==> src/design/ocfs_pkg.sv <==
// package: register map, reset values, source codes and carriers for output clock selection
package ocfs_pkg;
   ////////////////////////////////////////////////////////////////////////////
   // register offsets on the parallel register port
   localparam logic [7:0] ADDR_SEL_3_4 = 8'h61;
   localparam logic [7:0] ADDR_SEL_5_6 = 8'h62;
   localparam logic [7:0] ADDR_SEL_7_11 = 8'h63;
   localparam logic [7:0] ADDR_AUX_CFG = 8'h64;
   localparam logic [7:0] ADDR_MAIN_CFG = 8'h65;

   // values after reset
   localparam logic [7:0] RST_SEL_3_4 = 8'h00;
   localparam logic [7:0] RST_SEL_5_6 = 8'h8A;
   localparam logic [7:0] RST_SEL_7_11 = 8'h00;
   localparam logic [7:0] RST_AUX_CFG = 8'h01;
   localparam logic [7:0] RST_MAIN_CFG = 8'h01;

   // implemented bits; the rest read as zero
   localparam logic [7:0] MASK_AUX_CFG = 8'h77;
   localparam logic [7:0] MASK_MAIN_CFG = 8'hF7;

   // field positions
   localparam int POS_SYNC2K_EN = 7;
   localparam int POS_SYNC8K_EN = 6;
   localparam int POS_LINE_EN = 5;
   localparam int POS_COMP_EN = 4;
   localparam int POS_AUTO_SQUELCH = 6;
   localparam int POS_DUTY_SEL = 5;
   localparam int POS_STD_SEL = 4;
   localparam int POS_PHASE_MEAS = 7;
   localparam int POS_APLL_SRC = 6;
   localparam int POS_RATE_LO = 4;

   // divide ratios of the two analog pll tap chains
   localparam int MAIN_DIV_NUM = 7;
   localparam int AUX_DIV_NUM = 5;
   localparam int MAIN_RATIO [MAIN_DIV_NUM] = '{2, 4, 6, 8, 12, 16, 48};
   localparam int AUX_RATIO [AUX_DIV_NUM] = '{4, 8, 16, 48, 64};
   localparam int OUT_NUM = 5;
   localparam int GATED_NUM = 4;

   // selectable clock sources, in the bit order of the source vector
   typedef enum logic [4:0] {
      SRC_OFF, SRC_2K, SRC_8K, SRC_SYN1, SRC_SYN2, SRC_M1,
      SRC_M2, SRC_M4, SRC_M6, SRC_M8, SRC_M12, SRC_M16, SRC_M48,
      SRC_A4, SRC_A8, SRC_A16, SRC_A48, SRC_A64
   } ocfs_src_type;
   localparam int SRC_NUM = 18;

   // aux digital pll modes
   typedef enum logic [2:0] {
      AUX_SQUELCH, AUX_OC3, AUX_12E1, AUX_16E1, AUX_24DS1, AUX_16DS1, AUX_E3, AUX_DS3
   } ocfs_aux_mode_type;

   // raw clock waveforms from the clock generators, sampled on clk
   typedef struct packed {
      logic mainApll;
      logic auxApll;
      logic synth1;
      logic synth2;
      logic sync2k;
      logic sync8k;
      logic composite;
      logic lineTiming;
   } ocfs_src_clk_type;

   // controls handed to the pll blocks
   typedef struct packed {
      logic auxDpllRun;
      ocfs_aux_mode_type auxDpllMode;
      logic phaseMeasure;
      logic auxApllFromMain;
      logic [1:0] mainToAuxRate;
      logic [2:0] mainDpllMode;
      logic compositeDutySelect;
      logic lineTimingStandardSelect;
   } ocfs_pll_ctrl_type;
endpackage : ocfs_pkg

==> src/design/ocfs_clk_div.sv <==
// even-ratio clock divider following the rising edges of a sampled source
`timescale 1ns/10ps
module ocfs_clk_div #(
   parameter int RATIO = 4
) (
   // clock and reset
   input wire logic clk,
   input wire logic rst_n,
   input wire logic clkEn,
   // source and divided clock
   input wire logic srcClk,
   output logic divClk
);
   localparam int HALF = RATIO / 2;
   localparam int CW = $clog2(HALF + 1);
   localparam logic [CW-1:0] HALF_LAST = CW'(HALF - 1);

   logic srcPrev_ff;
   logic [CW-1:0] cnt_ff;
   logic divClk_ff;

   ////////////////////////////////////////////////////////////////////////////
   // edge memory of the source
   always_ff @(posedge clk or negedge rst_n) begin
      if (!rst_n) begin
         srcPrev_ff <= 1'b0;
      end else if (clkEn) begin
         srcPrev_ff <= srcClk;
      end
   end

   // toggle every half ratio of source rising edges
   always_ff @(posedge clk or negedge rst_n) begin
      if (!rst_n) begin
         cnt_ff <= '0;
         divClk_ff <= 1'b0;
      end else if (clkEn && srcClk && !srcPrev_ff) begin
         if (cnt_ff == HALF_LAST) begin
            cnt_ff <= '0;
            divClk_ff <= !divClk_ff;
         end else begin
            cnt_ff <= cnt_ff + 1'b1;
         end
      end
   end

   assign divClk = divClk_ff;
endmodule : ocfs_clk_div

==> src/design/ocfs_output_select.sv <==
// output clock selection: register file, source dividers, glitch-free output muxes
`timescale 1ns/10ps
module ocfs_output_select (
   // clock, reset, enable
   input wire logic clk,
   input wire logic rst_n,
   input wire logic clkEn,
   // register port
   input wire logic [7:0] regAddr,
   input wire logic [7:0] regWrData,
   input wire logic regWrEn,
   input wire logic regRdEn,
   output logic [7:0] regRdData,
   // clock sources and status
   input ocfs_pkg::ocfs_src_clk_type srcClk,
   input wire logic auxInputsFailed,
   // clock outputs
   output logic [ocfs_pkg::OUT_NUM-1:0] clockOut3To7,
   output logic clockOut8,
   output logic clockOut9,
   output logic clockOut10,
   output logic clockOut11,
   // pll controls
   output ocfs_pkg::ocfs_pll_ctrl_type pllCtrl
);
   logic [7:0] sel34_ff;
   logic [7:0] sel56_ff;
   logic [7:0] sel711_ff;
   logic [7:0] auxCfg_ff;
   logic [7:0] mainCfg_ff;
   logic [7:0] rdData_ff;
   logic [ocfs_pkg::MAIN_DIV_NUM-1:0] mainDiv;
   logic [ocfs_pkg::AUX_DIV_NUM-1:0] auxDiv;
   logic [ocfs_pkg::SRC_NUM-1:0] srcVec;
   logic [3:0] selCode [ocfs_pkg::OUT_NUM];
   logic [ocfs_pkg::GATED_NUM-1:0] gatedSrc;
   logic [ocfs_pkg::GATED_NUM-1:0] gatedWant;
   logic [ocfs_pkg::GATED_NUM-1:0] gateEn_ff;
   logic [ocfs_pkg::GATED_NUM-1:0] gatedOut_ff;
   logic squelchAux;

   ////////////////////////////////////////////////////////////////////////////
   // selector code to source, per output number 3..7
   // outputs 5, 6 and 7 shift the tap codes, so the output number steers the decode
   function automatic ocfs_pkg::ocfs_src_type srcOf(input int outNum, input logic [3:0] code);
      ocfs_pkg::ocfs_src_type s;
      s = ocfs_pkg::SRC_OFF;
      unique case (code)
         4'h0: s = ocfs_pkg::SRC_OFF;
         4'h1: s = ocfs_pkg::SRC_2K;
         4'h2: s = ocfs_pkg::SRC_8K;
         4'h3: s = (outNum == 6) ? ocfs_pkg::SRC_M2 : ocfs_pkg::SRC_SYN2;
         4'h4: s = (outNum == 7) ? ocfs_pkg::SRC_M48 : ocfs_pkg::SRC_SYN1;
         4'h5: s = (outNum == 6) ? ocfs_pkg::SRC_M1 :
                   (outNum == 7) ? ocfs_pkg::SRC_M16 : ocfs_pkg::SRC_M48;
         4'h6: s = (outNum == 7) ? ocfs_pkg::SRC_M12 : ocfs_pkg::SRC_M16;
         4'h7: s = (outNum == 7) ? ocfs_pkg::SRC_M8 : ocfs_pkg::SRC_M12;
         4'h8: s = (outNum == 7) ? ocfs_pkg::SRC_M6 : ocfs_pkg::SRC_M8;
         4'h9: s = (outNum == 7) ? ocfs_pkg::SRC_M4 : ocfs_pkg::SRC_M6;
         4'hA: s = (outNum == 7) ? ocfs_pkg::SRC_M2 : ocfs_pkg::SRC_M4;
         4'hB: s = (outNum == 5) ? ocfs_pkg::SRC_M2 : ocfs_pkg::SRC_A64;
         4'hC: s = ocfs_pkg::SRC_A48;
         4'hD: s = ocfs_pkg::SRC_A16;
         4'hE: s = ocfs_pkg::SRC_A8;
         4'hF: s = ocfs_pkg::SRC_A4;
      endcase
      return s;
   endfunction : srcOf

   ////////////////////////////////////////////////////////////////////////////
   // register writes, unused bits kept at zero
   // writes to unmapped addresses fall through and change nothing
   always_ff @(posedge clk or negedge rst_n) begin
      if (!rst_n) begin
         sel34_ff <= ocfs_pkg::RST_SEL_3_4;
         sel56_ff <= ocfs_pkg::RST_SEL_5_6;
         sel711_ff <= ocfs_pkg::RST_SEL_7_11;
         auxCfg_ff <= ocfs_pkg::RST_AUX_CFG;
         mainCfg_ff <= ocfs_pkg::RST_MAIN_CFG;
      end else if (clkEn && regWrEn) begin
         unique case (regAddr)
            ocfs_pkg::ADDR_SEL_3_4: sel34_ff <= regWrData;
            ocfs_pkg::ADDR_SEL_5_6: sel56_ff <= regWrData;
            ocfs_pkg::ADDR_SEL_7_11: sel711_ff <= regWrData;
            ocfs_pkg::ADDR_AUX_CFG: auxCfg_ff <= regWrData & ocfs_pkg::MASK_AUX_CFG;
            ocfs_pkg::ADDR_MAIN_CFG: mainCfg_ff <= regWrData & ocfs_pkg::MASK_MAIN_CFG;
            default: ;
         endcase
      end
   end

   // registered read data, unmapped reads return zero
   // a read in the cycle of a write to the same place returns the old value
   always_ff @(posedge clk or negedge rst_n) begin
      if (!rst_n) begin
         rdData_ff <= 8'h00;
      end else if (clkEn && regRdEn) begin
         unique case (regAddr)
            ocfs_pkg::ADDR_SEL_3_4: rdData_ff <= sel34_ff;
            ocfs_pkg::ADDR_SEL_5_6: rdData_ff <= sel56_ff;
            ocfs_pkg::ADDR_SEL_7_11: rdData_ff <= sel711_ff;
            ocfs_pkg::ADDR_AUX_CFG: rdData_ff <= auxCfg_ff;
            ocfs_pkg::ADDR_MAIN_CFG: rdData_ff <= mainCfg_ff;
            default: rdData_ff <= 8'h00;
         endcase
      end
   end
   assign regRdData = rdData_ff;

   ////////////////////////////////////////////////////////////////////////////
   // divider chains on both analog pll outputs
   for (genvar i = 0; i < ocfs_pkg::MAIN_DIV_NUM; i++) begin : g_mainDiv
      ocfs_clk_div #(.RATIO(ocfs_pkg::MAIN_RATIO[i])) u_div (
         .clk(clk),
         .rst_n(rst_n),
         .clkEn(clkEn),
         .srcClk(srcClk.mainApll),
         .divClk(mainDiv[i])
      );
   end
   for (genvar i = 0; i < ocfs_pkg::AUX_DIV_NUM; i++) begin : g_auxDiv
      ocfs_clk_div #(.RATIO(ocfs_pkg::AUX_RATIO[i])) u_div (
         .clk(clk),
         .rst_n(rst_n),
         .clkEn(clkEn),
         .srcClk(srcClk.auxApll),
         .divClk(auxDiv[i])
      );
   end

   // source vector in enum order, bit 0 is the static-low off source
   // every tap but M1 comes from a flop on clk; M1 and the other direct sources are sampled on clk, so the muxes below see settled levels
   assign srcVec = {auxDiv[4], auxDiv[3], auxDiv[2], auxDiv[1], auxDiv[0],
                    mainDiv[6], mainDiv[5], mainDiv[4], mainDiv[3], mainDiv[2],
                    mainDiv[1], mainDiv[0], srcClk.mainApll, srcClk.synth2,
                    srcClk.synth1, srcClk.sync8k, srcClk.sync2k, 1'b0};

   assign selCode[0] = sel34_ff[3:0];
   assign selCode[1] = sel34_ff[7:4];
   assign selCode[2] = sel56_ff[3:0];
   assign selCode[3] = sel56_ff[7:4];
   assign selCode[4] = sel711_ff[3:0];

   ////////////////////////////////////////////////////////////////////////////
   // glitch-free muxes for outputs 3..7: switch only while both old and new are low
   // a high phase already begun is never cut short by a new code
   for (genvar o = 0; o < ocfs_pkg::OUT_NUM; o++) begin : g_outMux
      ocfs_pkg::ocfs_src_type cur_ff;
      ocfs_pkg::ocfs_src_type want;
      logic out_ff;
      assign want = srcOf(o + 3, selCode[o]);
      always_ff @(posedge clk or negedge rst_n) begin
         if (!rst_n) begin
            cur_ff <= ocfs_pkg::SRC_OFF;
            out_ff <= 1'b0;
         end else if (clkEn) begin
            if (cur_ff == want || out_ff) begin
               out_ff <= srcVec[cur_ff]; // finish the running high phase
            end else if (!srcVec[want]) begin
               cur_ff <= want;
            end
         end
      end
      assign clockOut3To7[o] = out_ff;
   end

   ////////////////////////////////////////////////////////////////////////////
   // enables of outputs 8..11 with aux auto-squelch
   assign squelchAux = auxCfg_ff[ocfs_pkg::POS_AUTO_SQUELCH] && auxInputsFailed;
   assign gatedSrc = {srcClk.sync2k, srcClk.sync8k, srcClk.lineTiming, srcClk.composite};
   assign gatedWant = {sel711_ff[ocfs_pkg::POS_SYNC2K_EN],
                       sel711_ff[ocfs_pkg::POS_SYNC8K_EN],
                       sel711_ff[ocfs_pkg::POS_LINE_EN] && !squelchAux,
                       sel711_ff[ocfs_pkg::POS_COMP_EN] && !squelchAux};

   // gate changes only while source and output are low
   // squelch waits for a low phase as well, so outputs 8 and 9 never show a runt
   for (genvar g = 0; g < ocfs_pkg::GATED_NUM; g++) begin : g_gate
      always_ff @(posedge clk or negedge rst_n) begin
         if (!rst_n) begin
            gateEn_ff[g] <= 1'b0;
            gatedOut_ff[g] <= 1'b0;
         end else if (clkEn) begin
            if (!gatedSrc[g] && !gatedOut_ff[g]) begin
               gateEn_ff[g] <= gatedWant[g];
            end
            gatedOut_ff[g] <= gatedSrc[g] && (gateEn_ff[g] || gatedOut_ff[g]);
         end
      end
   end
   assign clockOut8 = gatedOut_ff[0];
   assign clockOut9 = gatedOut_ff[1];
   assign clockOut10 = gatedOut_ff[2];
   assign clockOut11 = gatedOut_ff[3];

   ////////////////////////////////////////////////////////////////////////////
   // pll controls straight from the configuration registers
   // plain decodes of register bits, so they follow a write one cycle later
   always_comb begin
      pllCtrl.auxDpllMode = ocfs_pkg::ocfs_aux_mode_type'(auxCfg_ff[2:0]);
      pllCtrl.phaseMeasure = mainCfg_ff[ocfs_pkg::POS_PHASE_MEAS];
      pllCtrl.auxDpllRun = (auxCfg_ff[2:0] != ocfs_pkg::AUX_SQUELCH) &&
                           !mainCfg_ff[ocfs_pkg::POS_PHASE_MEAS];
      pllCtrl.auxApllFromMain = mainCfg_ff[ocfs_pkg::POS_APLL_SRC];
      pllCtrl.mainToAuxRate = mainCfg_ff[ocfs_pkg::POS_RATE_LO +: 2];
      pllCtrl.mainDpllMode = mainCfg_ff[2:0];
      pllCtrl.compositeDutySelect = auxCfg_ff[ocfs_pkg::POS_DUTY_SEL];
      pllCtrl.lineTimingStandardSelect = auxCfg_ff[ocfs_pkg::POS_STD_SEL];
   end
endmodule : ocfs_output_select

==> config.mk <==
export PLATFORM = sky130hd
export DESIGN_NAME = ocfs_output_select
export DESIGN_NICKNAME = d
export VERILOG_FILES = /design/src/design/ocfs_pkg.sv /design/src/design/ocfs_clk_div.sv /design/src/design/ocfs_output_select.sv
export SDC_FILE = /design/constraint.sdc
export NUM_CORES = 1
export LEC_CHECK = 0
export BUFFER_PORTS_ARGS = -buffer_cell sky130_fd_sc_hd__buf_2
export CAP_MARGIN = 20
export CORE_ASPECT_RATIO = 0.5
export CORE_MARGIN = 2
export CORE_UTILIZATION = 44
export CTS_CLUSTER_SIZE = 20
export DETAILED_ROUTE_END_ITERATION = 10
export RECOVER_POWER = 25
export SYNTH_ARGS = -nofsm -noshare
export SYNTH_HDL_FRONTEND = slang
export SYNTH_HIERARCHICAL = 1
export SYNTH_SLANG_ARGS = --single-unit
==> constraint.sdc <==
create_clock -name clk -period 4.1 [get_ports clk]
set_clock_uncertainty 0.15 [all_clocks]
set_input_delay 0.41 -clock clk [delete_from_list [all_inputs] [get_ports clk]]
set_output_delay 0.41 -clock clk [all_outputs]
set_load 0.005 [all_outputs]
==> impl_metrics.tcl, run 1 <==
set metrics [dict create \
    status "complete, but fails checks" \
    failed_checks "capacitance limit, slew limit" \
    r2r_setup_slack_ns 0.75 \
    grt_pass1_vias 7308 \
    peakVddDrop_v 0.000212 \
    cts_tree "yes" \
    period_minus_slack_ns 3.35 \
    seqPwrFrac_pct 42.8 \
    postCtsResizedCells 0 \
    max_freq_ghz 0.298 \
    die_w_um 217 \
    cp.arrival_ns 3.51 \
    path_clk_slew_ns 0.06 \
    crit_type "reg2reg" \
    drive_gt1_share_pct 24.8 \
    ys_ff_latch 146 \
    switchingPower_w 0.00172 \
    synthFlopType "dfrtp_1" \
    area_growth_pct 10.5 \
    cts_buffers 17 \
    grt_max_degree 85 \
    drv_slew 122 \
    cts-hold-fix-buffers 1 \
    grt_busiest_layer "met2" \
    vias_per_cell 5.77 \
    endpoint_kind "flop" \
    crit_fanout 9 \
    setup_viol 0 \
    maxCapViolations 3 \
    drc 0 \
    tns_ns 0 \
    synth_cell_type_count 95 \
    placed_cell_area_um2 10400 \
    required_ns 4.25 \
    combPwrFrac_pct 22.9 \
    vias 7342 \
    grt.met2_usage_pct 32.6 \
    wl_per_cell_um 18.7 \
    firstDrtPassIters 5 \
    synth_edf_count 0 \
    clock_path_buffers 2 \
    synthTopCellsByArea "dfrtp_1 35%, mux2_2 7.9%, mux2i_1 6.4%" \
    final_common_cell "dfrtp_1" \
    holdCritPathClass "in2reg" \
    fill_cells 1958 \
    final.setup.worst_slack_ns 0.746 \
    core_um2 22000 \
    grt_antenna_before_repair 0 \
    fin_area_um2 11100 \
    cts_setup_buffers 0 \
    cp-start-kind "flop" \
    dp_hpwl_mm 16.2 \
    async_flop_share_pct 100 \
    n_antenna_cell 0 \
    multi_input_area_um2 5820 \
    powerDensity_nw_per_um2 478 \
    synth.cell_area_um2 10000 \
    synth-seq-area-share_pct 36.5 \
    netlist.area_leader.share_pct 35.2 \
    rsz0062_at_grt "no" \
    timing.slew.headroom_pct -12.2 \
    grt-ovfl-total 0 \
    post-route-period-util_pct 81.8 \
    tightest_slew_ns 1.68 \
    h-tree-depth 4 \
    swShare_pct 32.4 \
    dp_slack_ns 0.779 \
    clock_sinks 146 \
    fin_nets 1026 \
    fp.dieH_um 111 \
    clkPwrFrac_pct 34.3 \
    syn_nets 1004 \
    yosys.area.top_type "dfrtp_1" \
    fp-row-count 38 \
    grt_usage_pct 20.5 \
    place_congestion 0.855 \
    ant_nets 0 \
    seqCellArea_um2 3660 \
    grt_pass1_wl_mm 39.1 \
    finalPower_w 0.00530 \
    clock_latency_ns 0.43 \
    drt_iter0_drc 481 \
    wirelength_mm 23.8 \
    portBuffers 59 \
    final_cell_mix "141 x dfrtp_1, 70 x mux2_2, 64 x mux2i_1, 56 x buf_2, 55 x nand2_1" \
    met1_usage_pct 28.5 \
    hold_viol 0 \
    placed_cells 1240 \
    ios 60 \
    intPower_w 0.00358 \
    instances_no_fill 1273 \
    grt_util_met3_pct 4.12 \
    cts-root-buf "clkbuf_16" \
    synth_warnings 6 \
    die-area_um2 24100 \
    postSynthCellCount 938 \
    start_util_pct 45.5 \
    power.leakage_nw 4.94 \
    synth_area_per_cell_um2 10.7 \
]
power groups by stage:
stage	Sequential (W)	Combinational, W	Clock (W)
floorplan	0.00195	0.00117	0
global placement	0.00228	0.00119	0
detailed placement	0.00228	0.00122	0
CTS	0.00226	0.00123	0.00187
global route	0.00232	0.00136	0.00194
finish	0.00227	0.00121	0.00182
worst paths after layout:
check,startpoint,end,cells after the start
setup / recovery,sel56_ff[1]$_DFFE_PN1P_,g_outMux[2].cur_ff[1]$_DFFE_PN0P_,9
hold / removal,srcClk[0],clockOut9$_DFFE_PN0P_,3
setup reg to reg,sel56_ff[1]$_DFFE_PN1P_,g_outMux[2].cur_ff[1]$_DFFE_PN0P_,9
hold reg to reg,g_mainDiv[4].u_div/cnt_ff[0]$_DFFE_PN0P_,g_mainDiv[4].u_div/cnt_ff[0]$_DFFE_PN0P_,1
max in group asynchronous,rst_n,sel56_ff[7]$_DFFE_PN1P_,3
min in group asynchronous,rst_n,g_mainDiv[5].u_div/cnt_ff[1]$_DFFE_PN0P_,2
registers in the layout (all words and copies together), names as in the netlist:
register                    count
auxCfg_ff                       6
clockOut10                      1
clockOut11                      1
clockOut8                       1
clockOut9                       1
g_auxDiv.u_div/cnt_ff          20
g_auxDiv.u_div/divClk           5
g_auxDiv.u_div/srcPrev_ff       5
g_mainDiv.u_div/cnt_ff         19
g_mainDiv.u_div/divClk          7
g_mainDiv.u_div/srcPrev_ff      7
g_outMux.cur_ff                25
g_outMux.out_ff                 5
gateEn_ff                       4
mainCfg_ff                      7
regRdData                       8
sel34_ff                        8
sel56_ff                        8
sel711_ff                       8
metrics by stage:
stage                     hold slack, ns  util, %
after CTS                         0.0489     50.6
after floorplan                  -0.0356        -
final                             0.0757     50.4
after detailed placement           0.304     47.4
after global placement             0.297     47.4
after global routing              0.0487     50.4
cell usage after synthesis, drive strengths merged, types with 5 or more instances:
master / n
nand2: 57
nand4b: 7
a31oi: 10
nor2b: 14
nand4: 8
a222oi: 8
nand2b: 9
nor3b: 12
a21oi: 52
inv: 47
nand3b: 8
o41ai: 5
and3b: 5
nor3: 13
mux2i: 67
dfrtp: 141
mux4: 27
a22oi: 9
nor4: 6
xor2: 24
clkbuf: 35
buf: 30
dfstp: 5
xnor2: 23
o21ai: 46
and2: 6
mux2: 84
nor2: 35
and3: 8
ha: 36
a21o: 11
nand3: 32
worst max-delay path: stages (launching register included):
cell	delay [ns]
dfstp_2	0.62
inv_1	0.12
ha_1	0.33
mux4_2	0.56
xnor2_1	0.15
nand2_1	0.07
nor4_1	0.06
or4b_4	0.56
nor3b_4	0.26
mux2_1	0.35
kinds of logic after synthesis:
kind of cell / Yosys count / share of synthesized area, %
simple gates: 236 / 14.7
compound gates: 183 / 12.5
mux: 178 / 22.5
flops: 146 / 36.5
buf+inv: 112 / 5.10
xor+xnor: 47 / 4.18
fa+ha+maj: 36 / 4.49
cell type report:
| class | instances | share of cell area [%] |
|---|---|---|
| Tap cell | 300 | 3.39 |
| Timing Repair Buffer | 68 | 3.32 |
| Sequential cell | 146 | 33.0 |
| Inverter | 47 | 1.59 |
| Multi-Input combinational cell | 680 | 52.5 |
| Clock inverter | 12 | 2.05 |
| Clock buffer | 20 | 4.12 |
metal layers:
layer,vias up,part of all wire (%)
li1,3485,-
met1,3690,48
met2,144,47
met3,23,3.9
met4,0,1.1
met5,-,0
Power figures use the tool's default switching activity.
==> run 2: changes to the inputs <==
==> constraint.sdc (replaced) <==
create_clock -name clk -period 3.5 [get_ports clk]
set_clock_uncertainty 0.15 [all_clocks]
set_input_delay 0.35 -clock clk [delete_from_list [all_inputs] [get_ports clk]]
set_output_delay 0.35 -clock clk [all_outputs]
set_load 0.005 [all_outputs]
==> run 2 against run 1 <==
  * The flow still finishes with violations (capacitance limit, slew limit)
  * First-iteration DRC count rose by 20%
  * Maximum frequency rose by 1.2%
  * Hold slack got worse by 0.014 ns
  * Final area barely moved
  * Sequential share of layout area barely moved
  * Die area did not move
==> impl_metrics.tcl, run 2 (synthesis results as in run 1) <==
set metrics [dict create \
    wl_per_cell_um 18.8 \
    grt_max_degree 88 \
    failed_checks "capacitance limit, slew limit" \
    peakVddDrop_v 0.000352 \
    ios 60 \
    die-area_um2 24100 \
    drv_slew 88 \
    holdPathEnd "mainCfg_ff[7]$_DFFE_PN0P_" \
    postCtsResizedCells 0 \
    vias 7527 \
    power.leakage_nw 4.95 \
    maxCapViolations 1 \
    dp_hpwl_mm 16.5 \
    hold_path_depth 2 \
    status "complete, but fails checks" \
    instances_no_fill 1286 \
    drive_gt1_share_pct 24.8 \
    wirelength_mm 24.2 \
    crit_chain "inv_1 > ha_1 > mux4_2 > xnor2_1 > nand2_1 > nor4_1 > or4b_4 > nor3b_4 > mux2_1" \
    cp-start-kind "flop" \
    grt-ovfl-total 0 \
    slowest_delay_ns 0.61 \
    grt_antenna_before_repair 1 \
    top_regs "g_outMux.cur_ff (25), g_auxDiv.u_div/cnt_ff (20), g_mainDiv.u_div/cnt_ff (19)" \
    area_growth_pct 10.6 \
    multi_input_area_um2 5780 \
    swShare_pct 32.9 \
    period_minus_slack_ns 3.31 \
    h-tree-depth 4 \
    final_cell_mix "141 x dfrtp_1, 70 x mux2_2, 64 x mux2i_1, 56 x nand2_1, 56 x buf_2" \
    drt_iter0_drc 577 \
    slowest_stage "dfstp_2" \
    vias_per_cell 5.85 \
    portBuffers 59 \
    seqPwrFrac_pct 43.3 \
    rsz0062_at_grt "no" \
    drc 0 \
    cts_tree "yes" \
    required_ns 3.66 \
    finalPower_w 0.00611 \
    firstDrtPassIters 6 \
    endpoint_kind "flop" \
    r2r.worst_path.cells 9 \
    max_freq_ghz 0.302 \
    cts-root-buf "clkbuf_16" \
    tns_ns 0 \
    clock_path_buffers 2 \
    min_from "regWrData[7]" \
    seqCellArea_um2 3660 \
    start_util_pct 45.5 \
    core_um2 22000 \
    clock_sinks 146 \
    n_antenna_cell 0 \
    dp_slack_ns 0.192 \
    r2r_setup_slack_ns 0.19 \
    placed_cells 1252 \
    final.setup.worst_slack_ns 0.187 \
    regToRegEndpoint "g_outMux[2].cur_ff[1]$_DFFE_PN0P_" \
    switchingPower_w 0.00201 \
    intPower_w 0.00410 \
    post-route-period-util_pct 94.7 \
    setup_viol 0 \
    cts_setup_buffers 0 \
    hold_viol 0 \
    holdCritPathClass "in2reg" \
    grt_usage_pct 20.9 \
    fin_nets 1040 \
    fin_util_pct 50.4 \
    crit_type "reg2reg" \
    powerDensity_nw_per_um2 551 \
    clock_latency_ns 0.44 \
    final_common_cell "dfrtp_1" \
    grt_pass1_wl_mm 39.7 \
    largest_reg_flops 25 \
    place_congestion 0.902 \
    clkPwrFrac_pct 33.1 \
    cts_buffers 17 \
    cp.arrival_ns 3.47 \
    tightest_slew_ns 2.31 \
    die_w_um 217 \
    top_register "g_outMux.cur_ff" \
    r2r-start "sel56_ff[1]$_DFFE_PN1P_" \
    fp-row-count 38 \
    path_clk_slew_ns 0.06 \
    fp.dieH_um 111 \
    fill_cells 1955 \
    timing.slew.headroom_pct -54.2 \
    crit_fanout 8 \
    ant_nets 0 \
    grt_pass1_vias 7475 \
    combPwrFrac_pct 23.6 \
]
==> run 2: cell types whose count changed in the layout (fill, tap and decap cells not counted), moves of 2 or more <==
| cell | change |
|---|---|
| buf_4 | +12 |
| and3b_1 | +3 |
| and3b_2 | -3 |
| nand3b_1 | +3 |
| clkinv_2 | +2 |
| dlygate4sd3_1 | +2 |
| nand3b_4 | -2 |
==> run 2: critical path, delay by kind of cell, from the launching register on <==
| kind | cells | cell delay (ns) |
|---|---|---|
| fa+ha+maj | 1 | 0.30 |
| simple gates | 4 | 0.94 |
| buf+inv | 1 | 0.13 |
| mux | 2 | 0.89 |
| xor+xnor | 1 | 0.15 |
| flops | 1 | 0.61 |
==> run 2: stage by stage <==
step / cell area [um^2] / hold WS [ns]
2_1_floorplan: 10000 / -0.0956
3_3_place_gp: 10500 / 0.309
3_5_place_dp: 10500 / 0.314
4_1_cts: 11200 / 0.0386
5_1_grt: 11100 / 0.0573
6_report: 11100 / 0.0620
==> run 2: how the worst max path moves through the flow <==
stage | slack, ns | start | depth (start not counted) | end
finish | 0.19 | sel56_ff[1]$_DFFE_PN1P_ | 9 | g_outMux[2].cur_ff[1]$_DFFE_PN0P_
detailed placement | 0.19 | sel56_ff[1]$_DFFE_PN1P_ | 9 | g_outMux[2].cur_ff[1]$_DFFE_PN0P_
global placement | 0.27 | sel56_ff[1]$_DFFE_PN1P_ | 9 | g_outMux[2].cur_ff[0]$_DFFE_PN0P_
CTS | 0.19 | sel56_ff[1]$_DFFE_PN1P_ | 9 | g_outMux[2].cur_ff[1]$_DFFE_PN0P_
global route | 0.06 | sel56_ff[1]$_DFFE_PN1P_ | 9 | g_outMux[2].cur_ff[0]$_DFFE_PN0P_
floorplan | 0.33 | sel56_ff[1]$_DFFE_PN1P_ | 10 | g_outMux[2].cur_ff[2]$_DFFE_PN0P_
==> run 2: timing repair <==
action	in CTS	in global routing
hold endpoints to repair	85	0
hold buffers	3	0
setup endpoints to repair	0	0
==> run 2: power by group through the flow <==
stage | Clock (W) | Combinational [W] | Sequential (W)
2_1_floorplan | 0 | 0.00137 | 0.00228
3_3_place_gp | 0 | 0.00142 | 0.00265
3_5_place_dp | 0 | 0.00146 | 0.00266
4_1_cts | 0.00208 | 0.00147 | 0.00263
5_1_grt | 0.00217 | 0.00162 | 0.00270
6_report | 0.00202 | 0.00144 | 0.00265
==> run 2: cell type report <==
| cell class | instances | share of cell area, % |
|---|---|---|
| inverters | 47 | 1.59 |
| clock inverters | 13 | 1.86 |
| well taps | 300 | 3.38 |
| multi-input cells | 680 | 52.1 |
| flip-flops and latches | 146 | 33.0 |
| repair buffers | 82 | 4.16 |
| clock buffers | 18 | 3.96 |
==> run 2: routing by layer <==
layer	vias to the layer above	share of wire, %	track usage (%)
met5	-	0	0
met4	0	1.2	6.30
met3	30	6.7	5.54
met2	210	46	32.1
met1	3781	46	28.7
li1	3506	-	-
